## config.mk

```make
export PLATFORM = sky130hd
export DESIGN_NAME = cls_stopwatch
export DESIGN_NICKNAME = d
export VERILOG_FILES = /design/src/common/cls_pkg.sv /design/src/common/cls_mgmt_if.sv /design/src/rtl/cls_stopwatch.sv /design/src/rtl/cls_comma_det.sv /design/src/rtl/cls_mdio_frame.sv
export SDC_FILE = /design/constraint.sdc
export NUM_CORES = 1
export LEC_CHECK = 0
export BUFFER_PORTS_ARGS = -buffer_cell sky130_fd_sc_hd__clkbuf_2
export CORE_MARGIN = 4
export CORE_UTILIZATION = 60
export CTS_CLUSTER_SIZE = 30
export DETAILED_ROUTE_END_ITERATION = 6
export PLACE_DENSITY = 0.81
export SETUP_SLACK_MARGIN = 0.1
export SYNTH_ARGS = -nofsm -noshare
export SYNTH_HDL_FRONTEND = slang
export SYNTH_SLANG_ARGS = --single-unit
```

## constraint.sdc

```tcl
create_clock -name i_clock -period 5.6 [get_ports i_clock]
set_input_delay 0 -clock i_clock [delete_from_list [all_inputs] [get_ports i_clock]]
set_output_delay 0 -clock i_clock [all_outputs]
set_load 0.005 [all_outputs]
```

## src/common/cls_pkg.sv

```systemverilog
// shared constants for the comma latency stopwatch
package cls_pkg;
  localparam int unsigned RES_W         = 20;
  localparam logic [19:0] RES_SAT       = 20'hf_ffff;
  localparam logic [19:0] RES_ZERO      = 20'h0_0000;
  localparam logic [7:0]  K28_1_DATA    = 8'h3c;
  localparam logic [7:0]  K28_5_DATA    = 8'hbc;
  localparam logic [7:0]  K28_7_DATA    = 8'hfc;
  // register index inside a channel's group of four
  localparam logic [1:0]  REG_CFG       = 2'h0;
  localparam logic [1:0]  REG_RES_HI    = 2'h1;
  localparam logic [1:0]  REG_RES_LO    = 2'h2;
  localparam logic [1:0]  REG_STAT      = 2'h3;
  localparam int unsigned CFG_START_SEL = 0;
  localparam int unsigned CFG_STOP_SEL  = 1;
  localparam int unsigned CFG_DIV_LSB   = 2;
  localparam int unsigned CFG_BYTE_SRC  = 4;
  localparam int unsigned CFG_RATE_LSB  = 5;
  localparam int unsigned CFG_PIN_MODE  = 7;
  localparam logic [15:0] CFG_RESET     = 16'h0000;
  // rate code 0 full, 1 half, 2 quarter, 3 eighth: divide by 2^(3-code)
  localparam logic [2:0]  RATE_SHIFT_MAX = 3'h3;
  localparam logic [5:0]  MDIO_PRE_LEN  = 6'h20;
  localparam logic [1:0]  MDIO_OP_READ  = 2'h2;
  localparam logic [1:0]  MDIO_OP_WRITE = 2'h1;
  localparam logic [4:0]  MDIO_HDR_LAST = 5'h0b;
  localparam logic [4:0]  MDIO_DAT_LAST = 5'h0f;
  localparam logic [2:0]  STRAP_WAIT    = 3'h4;
  localparam int unsigned TRIG_STRAP_BIT = 1;
endpackage

```

## src/common/cls_mgmt_if.sv

```systemverilog
// register access path between the management frame engine and the channels
interface cls_mgmt_if;
  logic [4:0]  reg_addr;
  logic        wr_stb;
  logic [15:0] wr_data;
  logic        rd_stb;
  logic [15:0] rd_data;
  modport frame (output reg_addr, output wr_stb, output wr_data, output rd_stb,
                 input rd_data);
  modport regs  (input reg_addr, input wr_stb, input wr_data, input rd_stb,
                 output rd_data);
endinterface

```

## src/rtl/cls_stopwatch.sv

```systemverilog
// per-channel comma latency stopwatch with management access and pin trigger
//
// Behaviour
// - two start and two stop points per channel, chosen by config bits
// - only K28.1, K28.5, K28.7 with control flag set count as commas
// - first start-point comma starts counting, first stop-point comma halts it
// - every channel has its own independent stopwatch
// - result is a 20-bit count readable over management
// - result saturates at 0xFFFFF instead of wrapping
// - one result is held and not replaced until the host reads it
// - result reads zero if counting never began
// - a transition on the trigger pin may start and stop the stopwatch
// - fast clock is bit rate over 8, 4, 2 or 1 by serdes rate
// - fast clock further divided by 1, 2, 4 or 8 by config
// - counting clock always comes from the channel measured
// - recovered byte clock, bit rate over 20, is an alternative source
// - resolution is one period of the selected counting clock
// - registers reached by two-wire management frames, address from five straps
module cls_stopwatch #(
  parameter int unsigned NUM_CH = 4
) (
  input  wire logic                        i_clock,
  input  wire logic                        i_reset_n,
  input  wire logic                        i_mdc,
  input  wire logic                        i_mdio_in,
  output logic                             o_mdio_out,
  output logic                             o_mdio_oe,
  input  wire logic [4:0]                  i_port_addr_straps,
  input  wire logic [NUM_CH-1:0][1:0]      i_start_ctrl,
  input  wire logic [NUM_CH-1:0][1:0][7:0] i_start_data,
  input  wire logic [NUM_CH-1:0][1:0]      i_stop_ctrl,
  input  wire logic [NUM_CH-1:0][1:0][7:0] i_stop_data,
  input  wire logic [NUM_CH-1:0]           i_ser_tick,
  input  wire logic [NUM_CH-1:0]           i_byte_tick,
  output logic [NUM_CH-1:0]                o_running,
  output logic [NUM_CH-1:0]                o_done
);
  // five address bits hold a 3-bit channel and a 2-bit register index
  if (NUM_CH < 1 || NUM_CH > 8) begin : g_bad_num_ch
    $error("NUM_CH must lie between 1 and 8");
  end

  typedef enum logic [1:0] {S_ARMED, S_RUN, S_DONE} cls_state_t;

  // pin synchronisers: mdc, mdio and the five straps
  localparam int unsigned NPIN = 7;
  logic [NPIN-1:0] pin_raw;
  logic [NPIN-1:0] s1_q, s2_q, s3_q, filt_q, filt_old_q;
  assign pin_raw = {i_port_addr_straps, i_mdio_in, i_mdc};

  for (genvar p = 0; p < NPIN; p++) begin : g_sync
    always_ff @(posedge i_clock or negedge i_reset_n) begin
      if (!i_reset_n) begin
        s1_q[p] <= 1'b0;
        s2_q[p] <= 1'b0;
        s3_q[p] <= 1'b0;
        filt_q[p] <= 1'b0;
        filt_old_q[p] <= 1'b0;
      end else begin
        s1_q[p] <= pin_raw[p];
        s2_q[p] <= s1_q[p];
        s3_q[p] <= s2_q[p];
        filt_old_q[p] <= filt_q[p];
        // a change is believed only once two later stages agree
        if (s2_q[p] == s3_q[p]) begin
          filt_q[p] <= s3_q[p];
        end
      end
    end
  end

  wire       mdc_rise = filt_q[0] && !filt_old_q[0];
  wire       mdio_in  = filt_q[1];
  wire [4:0] strap_now = filt_q[6:2];
  wire       trig_lvl  = strap_now[cls_pkg::TRIG_STRAP_BIT];
  wire       trig_old  = filt_old_q[2 + cls_pkg::TRIG_STRAP_BIT];

  // straps are sampled once, after the synchronisers have filled
  logic [2:0] strap_wait_q;
  logic       strap_done_q;
  logic [4:0] port_addr_q;

  always_ff @(posedge i_clock or negedge i_reset_n) begin
    if (!i_reset_n) begin
      strap_wait_q <= 3'h0;
      strap_done_q <= 1'b0;
      port_addr_q <= 5'h00;
    end else if (!strap_done_q) begin
      strap_wait_q <= strap_wait_q + 3'h1;
      // one edge past the filter fill, so the capture and the trigger history agree
      if (strap_wait_q == cls_pkg::STRAP_WAIT) begin
        strap_done_q <= 1'b1;
        port_addr_q <= strap_now;
      end
    end
  end

  // the trigger shares its pin with a strap, so only post-capture edges count
  wire pin_ev = strap_done_q && (trig_lvl != trig_old);

  cls_mgmt_if mgmt ();

  cls_mdio_frame u_frame (
    .i_clock     (i_clock),
    .i_reset_n   (i_reset_n),
    .i_mdc_rise  (mdc_rise && strap_done_q),
    .i_mdio_in   (mdio_in),
    .i_port_addr (port_addr_q),
    .o_mdio_out  (o_mdio_out),
    .o_mdio_oe   (o_mdio_oe),
    .bus         (mgmt.frame)
  );

  wire [2:0] acc_ch  = mgmt.reg_addr[4:2];
  wire [1:0] acc_reg = mgmt.reg_addr[1:0];

  logic [NUM_CH-1:0][15:0] cfg_a;
  logic [NUM_CH-1:0][19:0] cnt_a;
  logic [NUM_CH-1:0][1:0]  stat_a;

  for (genvar c = 0; c < NUM_CH; c++) begin : g_ch
    logic [15:0] cfg_q;
    logic [19:0] cnt_q, cnt_d;
    logic [5:0]  div_q, div_d;
    cls_state_t  st_q, st_d;
    logic        start_hit, stop_hit;

    wire       sel_ch    = (acc_ch == 3'(c));
    wire       cfg_wr    = mgmt.wr_stb && sel_ch && (acc_reg == cls_pkg::REG_CFG);
    wire       res_read  = mgmt.rd_stb && sel_ch && (acc_reg == cls_pkg::REG_RES_LO);
    wire       start_sel = cfg_q[cls_pkg::CFG_START_SEL];
    wire       stop_sel  = cfg_q[cls_pkg::CFG_STOP_SEL];
    wire [1:0] div_sel   = cfg_q[cls_pkg::CFG_DIV_LSB +: 2];
    wire       byte_src  = cfg_q[cls_pkg::CFG_BYTE_SRC];
    wire [1:0] rate      = cfg_q[cls_pkg::CFG_RATE_LSB +: 2];
    wire       pin_mode  = cfg_q[cls_pkg::CFG_PIN_MODE];

    // point selection happens before detection
    cls_comma_det u_start_det (
      .i_ctrl (i_start_ctrl[c][start_sel]),
      .i_data (i_start_data[c][start_sel]),
      .o_hit  (start_hit)
    );
    cls_comma_det u_stop_det (
      .i_ctrl (i_stop_ctrl[c][stop_sel]),
      .i_data (i_stop_data[c][stop_sel]),
      .o_hit  (stop_hit)
    );

    wire start_ev = pin_mode ? pin_ev : start_hit;
    wire stop_ev  = pin_mode ? pin_ev : stop_hit;

    // rate divide then user divide, as one power-of-two count
    wire [2:0] div_shift = 3'(cls_pkg::RATE_SHIFT_MAX - {1'b0, rate}) + {1'b0, div_sel};
    wire [5:0] div_lim   = 6'((7'h01 << div_shift) - 7'h01);
    wire       hs_tick   = i_ser_tick[c] && (div_q == div_lim);
    // only this channel's own ticks ever reach its counter
    wire       meas_tick = byte_src ? i_byte_tick[c] : hs_tick;
    wire       at_sat    = (cnt_q == cls_pkg::RES_SAT);

    always_ff @(posedge i_clock or negedge i_reset_n) begin
      if (!i_reset_n) begin
        cfg_q <= cls_pkg::CFG_RESET;
      end else if (cfg_wr) begin
        cfg_q <= mgmt.wr_data;
      end
    end

    // divider restarts with the measurement, so error stays within one period
    always_comb begin
      div_d = div_q;
      if (st_q != S_RUN) begin
        div_d = 6'h00;
      end else if (i_ser_tick[c]) begin
        div_d = (div_q == div_lim) ? 6'h00 : div_q + 6'h01;
      end
    end

    always_ff @(posedge i_clock or negedge i_reset_n) begin
      if (!i_reset_n) begin
        div_q <= 6'h00;
      end else begin
        div_q <= div_d;
      end
    end

    // a read wins over any event in its cycle: release and re-arm
    always_comb begin
      st_d = st_q;
      cnt_d = cnt_q;
      if (res_read) begin
        st_d = S_ARMED;
        cnt_d = cls_pkg::RES_ZERO;
      end else begin
        case (st_q)
          S_ARMED: begin
            if (start_ev) begin
              st_d = S_RUN;
              cnt_d = cls_pkg::RES_ZERO;
            end
          end
          S_RUN: begin
            if (stop_ev) begin
              st_d = S_DONE;
            end else if (meas_tick && !at_sat) begin
              cnt_d = cnt_q + 20'h0_0001;
            end
          end
          S_DONE: begin
            // held until read, later commas are ignored
            st_d = S_DONE;
          end
          default: st_d = S_ARMED;
        endcase
      end
    end

    always_ff @(posedge i_clock or negedge i_reset_n) begin
      if (!i_reset_n) begin
        st_q <= S_ARMED;
        cnt_q <= cls_pkg::RES_ZERO;
      end else begin
        st_q <= st_d;
        cnt_q <= cnt_d;
      end
    end

    assign cfg_a[c]  = cfg_q;
    assign cnt_a[c]  = cnt_q;
    assign stat_a[c] = {st_q == S_DONE, st_q == S_RUN};
    assign o_running[c] = (st_q == S_RUN);
    assign o_done[c]    = (st_q == S_DONE);
  end

  // read multiplexer; unmapped channels and registers read zero
  logic [15:0] rd_mux;
  wire         ch_ok = ({1'b0, acc_ch} < 4'(NUM_CH));

  always_comb begin
    rd_mux = 16'h0000;
    if (ch_ok) begin
      case (acc_reg)
        cls_pkg::REG_CFG:    rd_mux = cfg_a[acc_ch];
        cls_pkg::REG_RES_HI: rd_mux = {12'h000, cnt_a[acc_ch][19:16]};
        cls_pkg::REG_RES_LO: rd_mux = cnt_a[acc_ch][15:0];
        cls_pkg::REG_STAT:   rd_mux = {14'h0000, stat_a[acc_ch]};
        default:             rd_mux = 16'h0000;
      endcase
    end
  end
  assign mgmt.rd_data = rd_mux;
endmodule

```

## src/rtl/cls_comma_det.sv

```systemverilog
// recognises the three comma-bearing control characters
module cls_comma_det (
  input  wire logic       i_ctrl,
  input  wire logic [7:0] i_data,
  output logic            o_hit
);
  wire is_k1 = (i_data == cls_pkg::K28_1_DATA);
  wire is_k5 = (i_data == cls_pkg::K28_5_DATA);
  wire is_k7 = (i_data == cls_pkg::K28_7_DATA);
  // a data byte with the same value is not a comma
  assign o_hit = i_ctrl && (is_k1 || is_k5 || is_k7);
endmodule

```

## src/rtl/cls_mdio_frame.sv

```systemverilog
// management frame engine: preamble, start, opcode, addresses, turnaround, data
module cls_mdio_frame (
  input  wire logic       i_clock,
  input  wire logic       i_reset_n,
  input  wire logic       i_mdc_rise,
  input  wire logic       i_mdio_in,
  input  wire logic [4:0] i_port_addr,
  output logic            o_mdio_out,
  output logic            o_mdio_oe,
  cls_mgmt_if.frame       bus
);
  typedef enum logic [2:0] {M_IDLE, M_ST, M_HDR, M_TA, M_DATA} cls_mstate_t;
  cls_mstate_t st_q;
  logic [5:0]  pre_q;
  logic [4:0]  cnt_q;
  logic [10:0] hdr_q;
  logic [15:0] sh_q;
  logic        act_q, rd_q, rd_stb_q, wr_stb_q, out_q, oe_q;
  logic [4:0]  addr_q;
  logic [15:0] wdat_q;

  wire [11:0] hdr_full = {hdr_q, i_mdio_in};
  wire        hit      = (hdr_full[9:5] == i_port_addr);
  wire        is_rd    = (hdr_full[11:10] == cls_pkg::MDIO_OP_READ);
  wire        is_wr    = (hdr_full[11:10] == cls_pkg::MDIO_OP_WRITE);
  wire        pre_ok   = (pre_q == cls_pkg::MDIO_PRE_LEN);
  // only an answered read ever moves the data output off its idle level
  wire        answer   = act_q && rd_q;

  assign bus.reg_addr = addr_q;
  assign bus.rd_stb   = rd_stb_q;
  assign bus.wr_stb   = wr_stb_q;
  assign bus.wr_data  = wdat_q;
  assign o_mdio_out   = out_q;
  assign o_mdio_oe    = oe_q;

  always_ff @(posedge i_clock or negedge i_reset_n) begin
    if (!i_reset_n) begin
      st_q <= M_IDLE;
      pre_q <= 6'h00;
      cnt_q <= 5'h00;
      hdr_q <= 11'h000;
      sh_q <= 16'h0000;
      act_q <= 1'b0;
      rd_q <= 1'b0;
      rd_stb_q <= 1'b0;
      wr_stb_q <= 1'b0;
      out_q <= 1'b1;
      oe_q <= 1'b0;
      addr_q <= 5'h00;
      wdat_q <= 16'h0000;
    end else begin
      rd_stb_q <= 1'b0;
      wr_stb_q <= 1'b0;
      // the read word is caught once, right after the address is known
      if (rd_stb_q) begin
        sh_q <= bus.rd_data;
      end
      if (i_mdc_rise) begin
        case (st_q)
          M_IDLE: begin
            if (i_mdio_in) begin
              pre_q <= pre_ok ? pre_q : pre_q + 6'h01;
            end else begin
              st_q <= pre_ok ? M_ST : M_IDLE;
              pre_q <= 6'h00;
            end
          end
          M_ST: begin
            st_q <= i_mdio_in ? M_HDR : M_IDLE;
            cnt_q <= 5'h00;
          end
          M_HDR: begin
            hdr_q <= hdr_full[10:0];
            cnt_q <= cnt_q + 5'h01;
            if (cnt_q == cls_pkg::MDIO_HDR_LAST) begin
              st_q <= M_TA;
              cnt_q <= 5'h00;
              addr_q <= hdr_full[4:0];
              act_q <= hit && (is_rd || is_wr);
              rd_q <= is_rd;
              rd_stb_q <= hit && is_rd;
            end
          end
          M_TA: begin
            cnt_q <= cnt_q + 5'h01;
            if (cnt_q == 5'h00) begin
              oe_q <= answer;
              out_q <= !answer;
            end else begin
              st_q <= M_DATA;
              cnt_q <= 5'h00;
              out_q <= answer ? sh_q[15] : 1'b1;
              sh_q <= {sh_q[14:0], 1'b0};
            end
          end
          M_DATA: begin
            cnt_q <= cnt_q + 5'h01;
            out_q <= answer ? sh_q[15] : 1'b1;
            sh_q <= rd_q ? {sh_q[14:0], 1'b0} : {sh_q[14:0], i_mdio_in};
            if (cnt_q == cls_pkg::MDIO_DAT_LAST) begin
              st_q <= M_IDLE;
              oe_q <= 1'b0;
              out_q <= 1'b1;
              wr_stb_q <= act_q && !rd_q;
              wdat_q <= {sh_q[14:0], i_mdio_in};
            end
          end
          default: st_q <= M_IDLE;
        endcase
      end
    end
  end
endmodule

```

==> impl_metrics.toml, run 1 <==
[setup_path]
critical_path_fanout_max = 10
path_delay_family = "simple AND/OR/NAND/NOR gates"
worst-r2r-cell-count = 11
timing.critical_path.mode_cell = "sky130_fd_sc_hd__ha_1"
ordered_cell_list_for_the_critical_path = "ha_1, fa_1, or3b_2, ha_1, or4b_2, o211ai_1, xor2_1, nor4_4, nor2_2, or4_1, a21oi_1"
crit_type = "reg2reg"
critical_path.max_stage_delay_ns = 0.63
crit_buf_inv = 0
worstSetupPathDepth = 11
start_kind = "flop"
timing.critical_path.to_type = "flop"
timing.critical_path.slowest_stage_cell = "sky130_fd_sc_hd__or4b_2"
cp_data_required_time_ns = 6.09
critPathArrivalTime_ns = 4.83

[place]
hpwlAfterDp_mm = 30.2
io_buffer_count = 170
globalplace.congestion = 0.980

[route]
dr_total_vias = 13200
postRouteAntennaNets = 0
detail_route.first_pass.iterations = 5
wire_per_inst_um = 20.7
drtIter0Drc = 1369
wirelength_mm = 42.0
detail_route.vias_per_cell = 6.48
route.detailed.drc = 0

[run_status]
result_of_the_run = "finished, final reports clean"

[sta]
min_period_over_period_pct = 77.4
setup_violations = 0
fmax_ghz = 0.231
worst_slew_margin_rel_pct = 20.6
setup-tns-final_ns = 0
finalHoldViolations = 0
setup_repair_after_global_routing_missed_its_margin = "false"
timing.clock.skew_ns = 0.00847
final.min_clock_period_ns = 4.33
final_max_slew_viol_count = 0
transition_time_of_the_tightest_slew_check_pin_ns = 1.18

[synth]
synth.cell_area_um2 = 15800
synth.largest_area_cell = "sky130_fd_sc_hd__dfrtp_1"
synth_area_leaders = "sky130_fd_sc_hd__dfrtp_1, sky130_fd_sc_hd__mux2_2, sky130_fd_sc_hd__mux4_2"
share_of_the_yosys_chip_area_belonging_to_registers_pct = 44.8
synth-edff-count = 0
yosysTopAreaCellShare_pct = 44.6
asyncSetResetFlopFracSynth_pct = 100
syn_avg_cell_area_um2 = 10.5
yosys_most_used_dff = "sky130_fd_sc_hd__dfrtp_1"
synth-seq-cells = 283
synth_nets = 1709
synth.distinct_cells = 85
yosys_warnings = 0
synthesis.instances = 1507

[die]
die_area_um2 = 29000
placeableCoreArea_um2 = 26000
number_of_i_o_pins = 171
die_h_um = 170
chipWidth_um = 170
core.rowCount = 59
initial_core_util_pct = 60.9

[cells_and_area]
share_of_final_layout_standard_cells_stronger_than_drive_strength_1_pct = 23.5
final_common_cell = "sky130_fd_sc_hd__dfrtp_1"
antennaDiodeCount = 0
fillerInstances = 1902
layout_common_cells = "sky130_fd_sc_hd__dfrtp_1, sky130_fd_sc_hd__clkbuf_2, sky130_fd_sc_hd__nand2_1"
nNetsFinal = 1878
area_growth_syn_to_layout_pct = 14.8
final_core_occ_pct = 69.9

[cts]
latest_clock_arrival_within_the_worst_skew_pair_ns = 0.57
cts_sinks = 283
ctsRootBufferMaster = "sky130_fd_sc_hd__clkbuf_16"
postCtsSetupRepairBufs = 0
clock_edge_transition_at_the_registers_on_the_reported_setup_and_hold_paths_ns = 0.06
cts_inserted_buffers = 30
cts_tree = "yes"
clk_path_buf_depth = 3
cts_htree_levels = 1

[global_routing]
globalRouteTotalUtil_pct = 28.9
grt_pass1_wl_mm = 66.9
grt_start_max_net_pins = 132
grt_overflow = 0
first_global_vias = 12900
antenna_found_initial = 2

[run]
max_cap_viol_count = 0

[power_and_ir_drop]
max-vdd-ir-drop_uv = 299
static-leakage-power_nw = 8.15
cellPowerDensity_nw_per_um2 = 284

[hold_path]
holdPathStages = 5
holdCritPathClass = "in2reg"
==> cell type report <==
class / count / area (um2) / share of cell area [%]
clock buffer: 48 / 968 / 5.33
inverter: 75 / 282 / 1.55
clock inverter: 7 / 114 / 0.627
multi-input combinational: 1092 / 8230 / 45.3
tap: 335 / 419 / 2.31
timing repair buffer: 194 / 1070 / 5.90
sequential: 283 / 7090 / 39.0
==> report_power, final <==
group          leakage [nW]  internal (mW)  switching (mW)  total (mW)
registers              3.82           2.12          0.0693        2.19
logic                  3.79          0.306           0.556       0.862
clock network         0.537           1.27           0.833        2.11
total                  8.15           3.70            1.46        5.16
==> worst register-to-register path: cells and delay by family, from the launching register on <==
family | cells | cell delay, ns
DFF | 1 | 0.40
xor gates and xnor gates | 1 | 0.21
and+or+nand+nor | 5 | 2.31
AOI/OAI and AO/OA | 2 | 0.27
adders and majority gates | 3 | 1.06
==> cells in the mapped netlist (6+ instances only) <==
library cell	n
sky130_fd_sc_hd__and4_1	7
sky130_fd_sc_hd__ha_1	37
sky130_fd_sc_hd__nor2b_1	25
sky130_fd_sc_hd__or4_1	16
sky130_fd_sc_hd__and3_1	21
sky130_fd_sc_hd__maj3_1	7
sky130_fd_sc_hd__o21a_1	20
sky130_fd_sc_hd__a31oi_1	8
sky130_fd_sc_hd__nand4bb_1	9
sky130_fd_sc_hd__nor3b_1	9
sky130_fd_sc_hd__o21ai_0	79
sky130_fd_sc_hd__xnor2_1	14
sky130_fd_sc_hd__o211ai_1	8
sky130_fd_sc_hd__nor4_1	14
sky130_fd_sc_hd__o221ai_1	12
sky130_fd_sc_hd__mux4_2	40
sky130_fd_sc_hd__nor3_1	26
sky130_fd_sc_hd__nor2_1	83
sky130_fd_sc_hd__nand4_1	23
sky130_fd_sc_hd__nand3b_1	8
sky130_fd_sc_hd__nand3_1	74
sky130_fd_sc_hd__o2111ai_1	12
sky130_fd_sc_hd__a21oi_1	53
sky130_fd_sc_hd__buf_2	8
sky130_fd_sc_hd__clkbuf_1	45
sky130_fd_sc_hd__nand2b_1	18
sky130_fd_sc_hd__mux2_2	92
sky130_fd_sc_hd__nand4b_1	13
sky130_fd_sc_hd__a22o_1	6
sky130_fd_sc_hd__a31o_2	7
sky130_fd_sc_hd__nand2_1	123
sky130_fd_sc_hd__nor4b_1	6
sky130_fd_sc_hd__xor2_1	33
sky130_fd_sc_hd__dfrtp_1	282
sky130_fd_sc_hd__a21o_1	14
sky130_fd_sc_hd__or3_1	36
sky130_fd_sc_hd__and2_1	10
sky130_fd_sc_hd__mux2i_1	25
sky130_fd_sc_hd__o31ai_1	14
sky130_fd_sc_hd__a21boi_0	6
sky130_fd_sc_hd__inv_1	75
==> worst paths after layout <==
kind | to | startpoint | slack, ns
setup / recovery | g_ch[3].cnt_q[18] | g_ch[3].cfg_q[2] | 1.27
hold / removal | g_ch[0].cnt_q[4] | i_byte_tick[0] | 0.03
setup reg to reg | g_ch[3].cnt_q[18] | g_ch[3].cfg_q[2] | 1.27
hold reg to reg | s2_q[5] | s1_q[5] | 0.35
max in group asynchronous | g_ch[0].cfg_q[10] | i_reset_n | 4.12
min in group asynchronous | g_ch[1].cnt_q[1] | i_reset_n | 0.09
==> state kept, by name, indices dropped and copies added (netlist names), 5 cells and up <==
signal,count
u_frame.bus.wr_data,16
g_ch.cnt_q,80
u_frame.hdr_q,11
s3_q,7
u_frame.cnt_q,5
s2_q,7
s1_q,7
g_ch.cfg_q,64
g_ch.st_q,8
port_addr_q,5
g_ch.div_q,24
u_frame.sh_q,16
u_frame.pre_q,6
u_frame.bus.reg_addr,5
filt_q,5
==> what timing repair did <==
action                                 in CTS  in global routing
hold buffers                               12                  0
gates resized for setup                     0                  0
endpoints found under the hold margin     156                  0
==> routing by layer <==
metal	wire length, um	track usage, %	share of wire [%]	vias to the layer above
met1	16700	38.8	40	6450
met3	4280	6.34	10	110
met5	25	0	0.059	-
met2	19400	46.5	46	677
li1	-	-	-	5945
met4	1630	10.8	3.9	4
==> logic make-up after synthesis <==
| logic type | count (synthesis) | share of synthesized area (%) |
|---|---|---|
| AOI/OAI and AO/OA | 296 | 12.8 |
| xor gates and xnor gates | 47 | 2.60 |
| adders and majority gates | 48 | 3.88 |
| buffers and inverters | 132 | 3.27 |
| DFF | 283 | 44.8 |
| muxes | 157 | 13.8 |
| and+or+nand+nor | 544 | 18.9 |
==> through the flow <==
step                hold WS, ns  cell area (um2)  total power [mW]  setup WS [ns]  instances
global route             0.0570            18200              5.36           1.06       2034
finish                   0.0296            18200              5.16           1.27       2034
CTS                     0.00442            18200              5.17           1.28       2034
floorplan                -0.296            15800              2.73           1.65       1507
global placement          0.108            17000              3.03           1.43       1967
detailed placement        0.110            17000              3.06           1.33       1967
Note: power is estimated with default switching activity, not from simulation.
==> run 2, diff against run 1 <==
Clock period 5.6 ns to 4.4 ns, I/O delays scaled along.
==> run 2 against run 1 <==
Effect of this change:
- clock power grew 23%
- sequential power rose by 27%
- worst setup slack worse by 0.95 ns
- register-to-register slack lost 0.95 ns
- utilization is 0.34 points higher
- sequential cell count did not move
- first-iteration DRC count rose by 8.5%
- clock skew up 0.013 ns
- die area unchanged
- routed wire length increased by 1.2%
- cell area rose by 0.48%
- hold slack worse by 0.018 ns
- highest routed layer is now met4
==> impl_metrics.toml, run 2 (synthesis results as in run 1) <==
[global_routing]
gr-usage-met3_pct = 4.97
antenna_found_initial = 0
grt_busiest_layer = "met2"
met1_usage_pct = 40.1
grt_start_max_net_pins = 111
grt_overflow = 0
met2_usage_pct = 47.1
globalRouteTotalUtil_pct = 29.0
first_global_vias = 12900
grt_pass1_wl_mm = 67.6

[die]
placeableCoreArea_um2 = 26000
number_of_i_o_pins = 171
chipWidth_um = 170
die_area_um2 = 29000
initial_core_util_pct = 60.9
core.rowCount = 59
die_h_um = 170

[setup_path]
crit_type = "reg2reg"
cp_data_required_time_ns = 4.89
regToRegSetupSlack_ns = 0.32
critical_path_fanout_max = 10
timing.critical_path.to_type = "flop"
critPathArrivalTime_ns = 4.58
start_kind = "flop"

[route]
route.detailed.drc = 0
postRouteAntennaNets = 0
wire_per_inst_um = 20.7
dr_total_vias = 13300
detail_route.vias_per_cell = 6.51
wirelength_mm = 42.6
detail_route.first_pass.iterations = 6
drtIter0Drc = 1485

[run]
max_cap_viol_count = 0

[sta]
holdWs_ns = 0.0119
final.min_clock_period_ns = 4.08
setup-tns-final_ns = 0
setup_violations = 0
transition_time_of_the_tightest_slew_check_pin_ns = 1.11
fmax_ghz = 0.245
setup_repair_after_global_routing_missed_its_margin = "false"
min_period_over_period_pct = 92.8
finalHoldViolations = 0
final_max_slew_viol_count = 0
worst_slew_margin_rel_pct = 26.0
timing.clock.skew_ns = 0.0211

[cells_and_area]
final_core_occ_pct = 70.2
layout_common_cells = "sky130_fd_sc_hd__dfrtp_1, sky130_fd_sc_hd__clkbuf_2, sky130_fd_sc_hd__nand2_1"
final_area_um2 = 18300
ff_latch_area_um2 = 7090
top_register = "g_ch.cnt_q"
area_growth_syn_to_layout_pct = 15.4
share_of_final_layout_standard_cells_stronger_than_drive_strength_1_pct = 24.3
biggestRegsByFlops = "g_ch.cnt_q x80, g_ch.cfg_q x64, g_ch.div_q x24"
fillerInstances = 1859
layout.cells.non_filler = 2051
antennaDiodeCount = 0
nNetsFinal = 1895
largest_register_ff_count = 80
final_common_cell = "sky130_fd_sc_hd__dfrtp_1"
multi_input_area_um2 = 8230

[place]
globalplace.congestion = 0.922
io_buffer_count = 170
place_area_um2 = 17000
dpl.cell_count = 1975
hpwlAfterDp_mm = 30.2

[cts]
cts_sinks = 283
cts_htree_levels = 1
clock_edge_transition_at_the_registers_on_the_reported_setup_and_hold_paths_ns = 0.06
cts_tree = "yes"
clk_path_buf_depth = 3
latest_clock_arrival_within_the_worst_skew_pair_ns = 0.57
cts_inserted_buffers = 30
ctsRootBufferMaster = "sky130_fd_sc_hd__clkbuf_16"

[power_and_ir_drop]
max-vdd-ir-drop_uv = 297
cellPowerDensity_nw_per_um2 = 356
static-leakage-power_nw = 8.20

[hold_path]
holdCritPathClass = "in2async"

[run_status]
result_of_the_run = "finished, final reports clean"
## run 2: cell types whose count changed in the layout (fill, tap and decap cells not counted), sizes merged
cell         delta
buf            +16
clkbuf          -6
clkinv          +4
clkinvlp        +2
dlygate4sd3     +1
## run 2: stage by stage
stage,total power [mW],setup WS (ns)
final,6.49,0.316
after global routing,6.76,0.0789
after detailed placement,3.91,0.126
after global placement,3.87,0.220
after floorplan,3.47,0.446
after CTS,6.50,0.111
## run 2: worst max-delay path: stages (launching register included)
cell and delay, ns:
sky130_fd_sc_hd__dfrtp_1 0.40, sky130_fd_sc_hd__ha_1 0.22, sky130_fd_sc_hd__fa_2 0.50, sky130_fd_sc_hd__or3b_2 0.49, sky130_fd_sc_hd__ha_1 0.25, sky130_fd_sc_hd__or4b_2 0.62
sky130_fd_sc_hd__o211ai_1 0.12, sky130_fd_sc_hd__xor2_1 0.20, sky130_fd_sc_hd__o31ai_2 0.33, sky130_fd_sc_hd__nand2_2 0.19, sky130_fd_sc_hd__or4_1 0.54, sky130_fd_sc_hd__a21oi_1 0.15
## run 2: routing by layer
metal / wire, um / vias to the layer above
li1: - / 5991
met1: 16900 / 6505
met2: 19800 / 737
met3: 4300 / 114
met4: 1610 / 0
met5: 0 / -
## run 2: cell type report
class | instances | area share [%]
Multi-Input combinational cell | 1092 | 45.1
Sequential cell | 283 | 38.8
Timing Repair Buffer | 211 | 6.65
Clock buffer | 42 | 4.85
Tap cell | 335 | 2.30
Inverter | 75 | 1.54
Clock inverter | 13 | 0.740
## run 2: repair_timing
item / CTS / global route
resized for setup: 0 / 2
hold buffers: 13 / 0
hold endpoints to repair: 110 / 0
endpoints found under the setup margin: 0 / 15
buffers inserted: 0 / 8
## run 2: power breakdown
part / internal (mW) / total (mW) / switching [mW]
logic: 0.402 / 1.12 / 0.717
registers: 2.70 / 2.78 / 0.0886
clock network: 1.52 / 2.59 / 1.07
total: 4.62 / 6.49 / 1.88
## run 2: path summary, 6_finish.rpt
kind | from | to | cells past startpoint
setup / recovery | g_ch[3].cfg_q[2] | g_ch[3].cnt_q[3] | 11
hold / removal | i_reset_n | g_ch[0].cnt_q[9] | 2
setup reg to reg | g_ch[3].cfg_q[2] | g_ch[3].cnt_q[3] | 11
hold reg to reg | s1_q[4] | s2_q[4] | 0
max in group asynchronous | i_reset_n | s1_q[3] | 3
min in group i_clock | i_byte_tick[0] | g_ch[0].cnt_q[4] | 5
==> run 3, diff against run 2 <==
--- a/config.mk
+++ b/config.mk
@@ -12,5 +12,4 @@
 export DETAILED_ROUTE_END_ITERATION = 6
 export PLACE_DENSITY = 0.81
-export SETUP_SLACK_MARGIN = 0.1
 export SYNTH_ARGS = -nofsm -noshare
 export SYNTH_HDL_FRONTEND = slang
==> constraint.sdc (replaced) <==
create_clock -name i_clock -period 4.4 [get_ports i_clock]
set_input_delay 0 -clock i_clock [delete_from_list [all_inputs] [get_ports i_clock]]
set_output_delay 0 -clock i_clock [all_outputs]
set_load 0.1 [all_outputs]
==> run 3 against run 2 <==
Effect of this change:
- sequential cell count unchanged
- critical path type unchanged
- clock power is essentially flat
- sequential share of layout area rose by 0.11 points
- critical endpoint unchanged
- clock skew down 0.0038 ns
- register-to-register slack worse by 0.13 ns
- worst setup slack got worse by 0.13 ns
==> impl_metrics.toml, run 3 (synthesis results as in run 1) <==
[run_status]
result_of_the_run = "finished, final reports clean"

[cells_and_area]
final_common_cell = "sky130_fd_sc_hd__dfrtp_1"
ff_latch_area_um2 = 7090
fillerInstances = 1863
biggestRegsByFlops = "g_ch.cnt_q x80, g_ch.cfg_q x64, g_ch.div_q x24"
share_of_final_layout_standard_cells_stronger_than_drive_strength_1_pct = 23.9
multi_input_area_um2 = 8230
antennaDiodeCount = 0
nNetsFinal = 1889
top_register = "g_ch.cnt_q"
final_area_um2 = 18200
final_core_occ_pct = 70.0
area_growth_syn_to_layout_pct = 15.0
largest_register_ff_count = 80
layout_common_cells = "sky130_fd_sc_hd__dfrtp_1, sky130_fd_sc_hd__clkbuf_2, sky130_fd_sc_hd__nand2_1"

[cts]
clock_edge_transition_at_the_registers_on_the_reported_setup_and_hold_paths_ns = 0.06
cts_htree_levels = 1
cts_sinks = 283
post_cts_resized = 0
cts_tree = "yes"
cts_inserted_buffers = 30
clk_path_buf_depth = 3
latest_clock_arrival_within_the_worst_skew_pair_ns = 0.57
ctsRootBufferMaster = "sky130_fd_sc_hd__clkbuf_16"

[setup_path]
cp_data_required_time_ns = 4.89
crit_buf_inv = 0
critPathArrivalTime_ns = 4.70
crit_type = "reg2reg"
timing.critical_path.slowest_stage_cell = "sky130_fd_sc_hd__or4b_2"
timing.critical_path.to_type = "flop"
critical_path_fanout_max = 10
start_kind = "flop"
ordered_cell_list_for_the_critical_path = "ha_1, fa_1, or3b_2, ha_1, or4b_2, o211ai_1, xor2_1, o31ai_2, nand2_2, or4_1, a21oi_1"
path_delay_family = "simple AND/OR/NAND/NOR gates"
critical_path.max_stage_delay_ns = 0.62
timing.critical_path.mode_cell = "sky130_fd_sc_hd__ha_1"

[power_and_ir_drop]
net_switching_fraction_of_the_power_pct = 31.6
seqPwrFrac_pct = 41.3
internal_power_mw = 4.62
cellPowerDensity_nw_per_um2 = 371
p_switching_mw = 2.13
comb_power_share_pct = 20.4
clockPowerShare_pct = 38.3
p_total_mw = 6.75
max-vdd-ir-drop_uv = 405
static-leakage-power_nw = 8.17

[route]
wirelength_mm = 42.3
route.detailed.drc = 0
detail_route.vias_per_cell = 6.46
wire_per_inst_um = 20.7
postRouteAntennaNets = 0
drtIter0Drc = 1556
detail_route.first_pass.iterations = 6
dr_total_vias = 13200

[sta]
transition_time_of_the_tightest_slew_check_pin_ns = 1.12
setup_repair_after_global_routing_missed_its_margin = "false"
setup_violations = 0
finalHoldViolations = 0
worst_slew_margin_rel_pct = 25.3
final_max_slew_viol_count = 0
worst_setup_margin_ns = 0.185
fmax_ghz = 0.237
timing.clock.skew_ns = 0.0173
setup-tns-final_ns = 0
final.min_clock_period_ns = 4.21
min_period_over_period_pct = 95.8

[place]
place_worst_setup_slack_ns = 0.126
globalplace.congestion = 0.922
hpwlAfterDp_mm = 30.2
place_area_um2 = 17000
io_buffer_count = 170

[run]
max_cap_viol_count = 0

[die]
initial_core_util_pct = 60.9
die_h_um = 170
chipWidth_um = 170
number_of_i_o_pins = 171
core.rowCount = 59
placeableCoreArea_um2 = 26000
die_area_um2 = 29000

[global_routing]
antenna_found_initial = 0
grt_start_max_net_pins = 111
globalRouteTotalUtil_pct = 29.0
grt_overflow = 0
grt_pass1_wl_mm = 67.6
first_global_vias = 12900

[hold_path]
holdCritPathClass = "in2async"
==> run 3: final cells by class <==
cell class	count	area share, %
sequential	283	38.9
inverter	75	1.55
tap	335	2.30
timing repair buffer	205	6.42
clock inverter	13	0.742
multi-input combinational	1092	45.2
clock buffer	42	4.87
==> run 3: layer usage <==
metal  vias up  GRT usage [%]  routed length, um
li1       5978              -                  -
met1      6410           40.1              16600
met2       717           47.1              19700
met3       100           4.97               4480
met4         0           9.76               1530
met5         -              0                  0
==> run 3: worst register-to-register path, cell delays in order, from the launching register on <==
cell and delay (ns):
sky130_fd_sc_hd__dfrtp_1 0.40, sky130_fd_sc_hd__ha_1 0.22, sky130_fd_sc_hd__fa_1 0.58, sky130_fd_sc_hd__or3b_2 0.51
sky130_fd_sc_hd__ha_1 0.24, sky130_fd_sc_hd__or4b_2 0.62, sky130_fd_sc_hd__o211ai_1 0.12, sky130_fd_sc_hd__xor2_1 0.20
sky130_fd_sc_hd__o31ai_2 0.37, sky130_fd_sc_hd__nand2_2 0.20, sky130_fd_sc_hd__or4_1 0.54, sky130_fd_sc_hd__a21oi_1 0.15
==> run 3: per-stage QoR <==
| step | std cells | hold WS (ns) |
|---|---|---|
| 2_1_floorplan | 1507 | -0.296 |
| 3_3_place_gp | 1975 | 0.0341 |
| 3_5_place_dp | 1975 | 0.0350 |
| 4_1_cts | 2043 | 0.0126 |
| 5_1_grt | 2045 | 0.0797 |
| 6_report | 2045 | 0.0180 |
==> run 3: power by group through the flow <==
stage               clock, mW  combinational (mW)  sequential (mW)
floorplan                   0               0.944             2.80
global placement            0                1.31             2.82
detailed placement          0                1.34             2.83
CTS                      2.61                1.36             2.78
global route             2.73                1.49             2.80
finish                   2.59                1.38             2.78
==> run 3: timing repair <==
item                                   4_1_cts  5_1_grt
setup endpoints to repair                    0        3
hold buffers                                13        0
endpoints found under the hold margin      110        0
buffers inserted                             0        2
==> run 3: worst paths after layout <==
kind	to	from	cells past startpoint	slack, ns
max in group asynchronous	s1_q[3]	i_reset_n	3	3.21
worst min register to register	s2_q[4]	s1_q[4]	0	0.35
worst max register to register	g_ch[3].cnt_q[3]	g_ch[3].cfg_q[2]	11	0.19
worst max-delay path	g_ch[3].cnt_q[3]	g_ch[3].cfg_q[2]	11	0.19
worst min-delay path	g_ch[0].cnt_q[3]	i_reset_n	2	0.02
min in group i_clock	g_ch[0].cnt_q[4]	i_byte_tick[0]	5	0.03
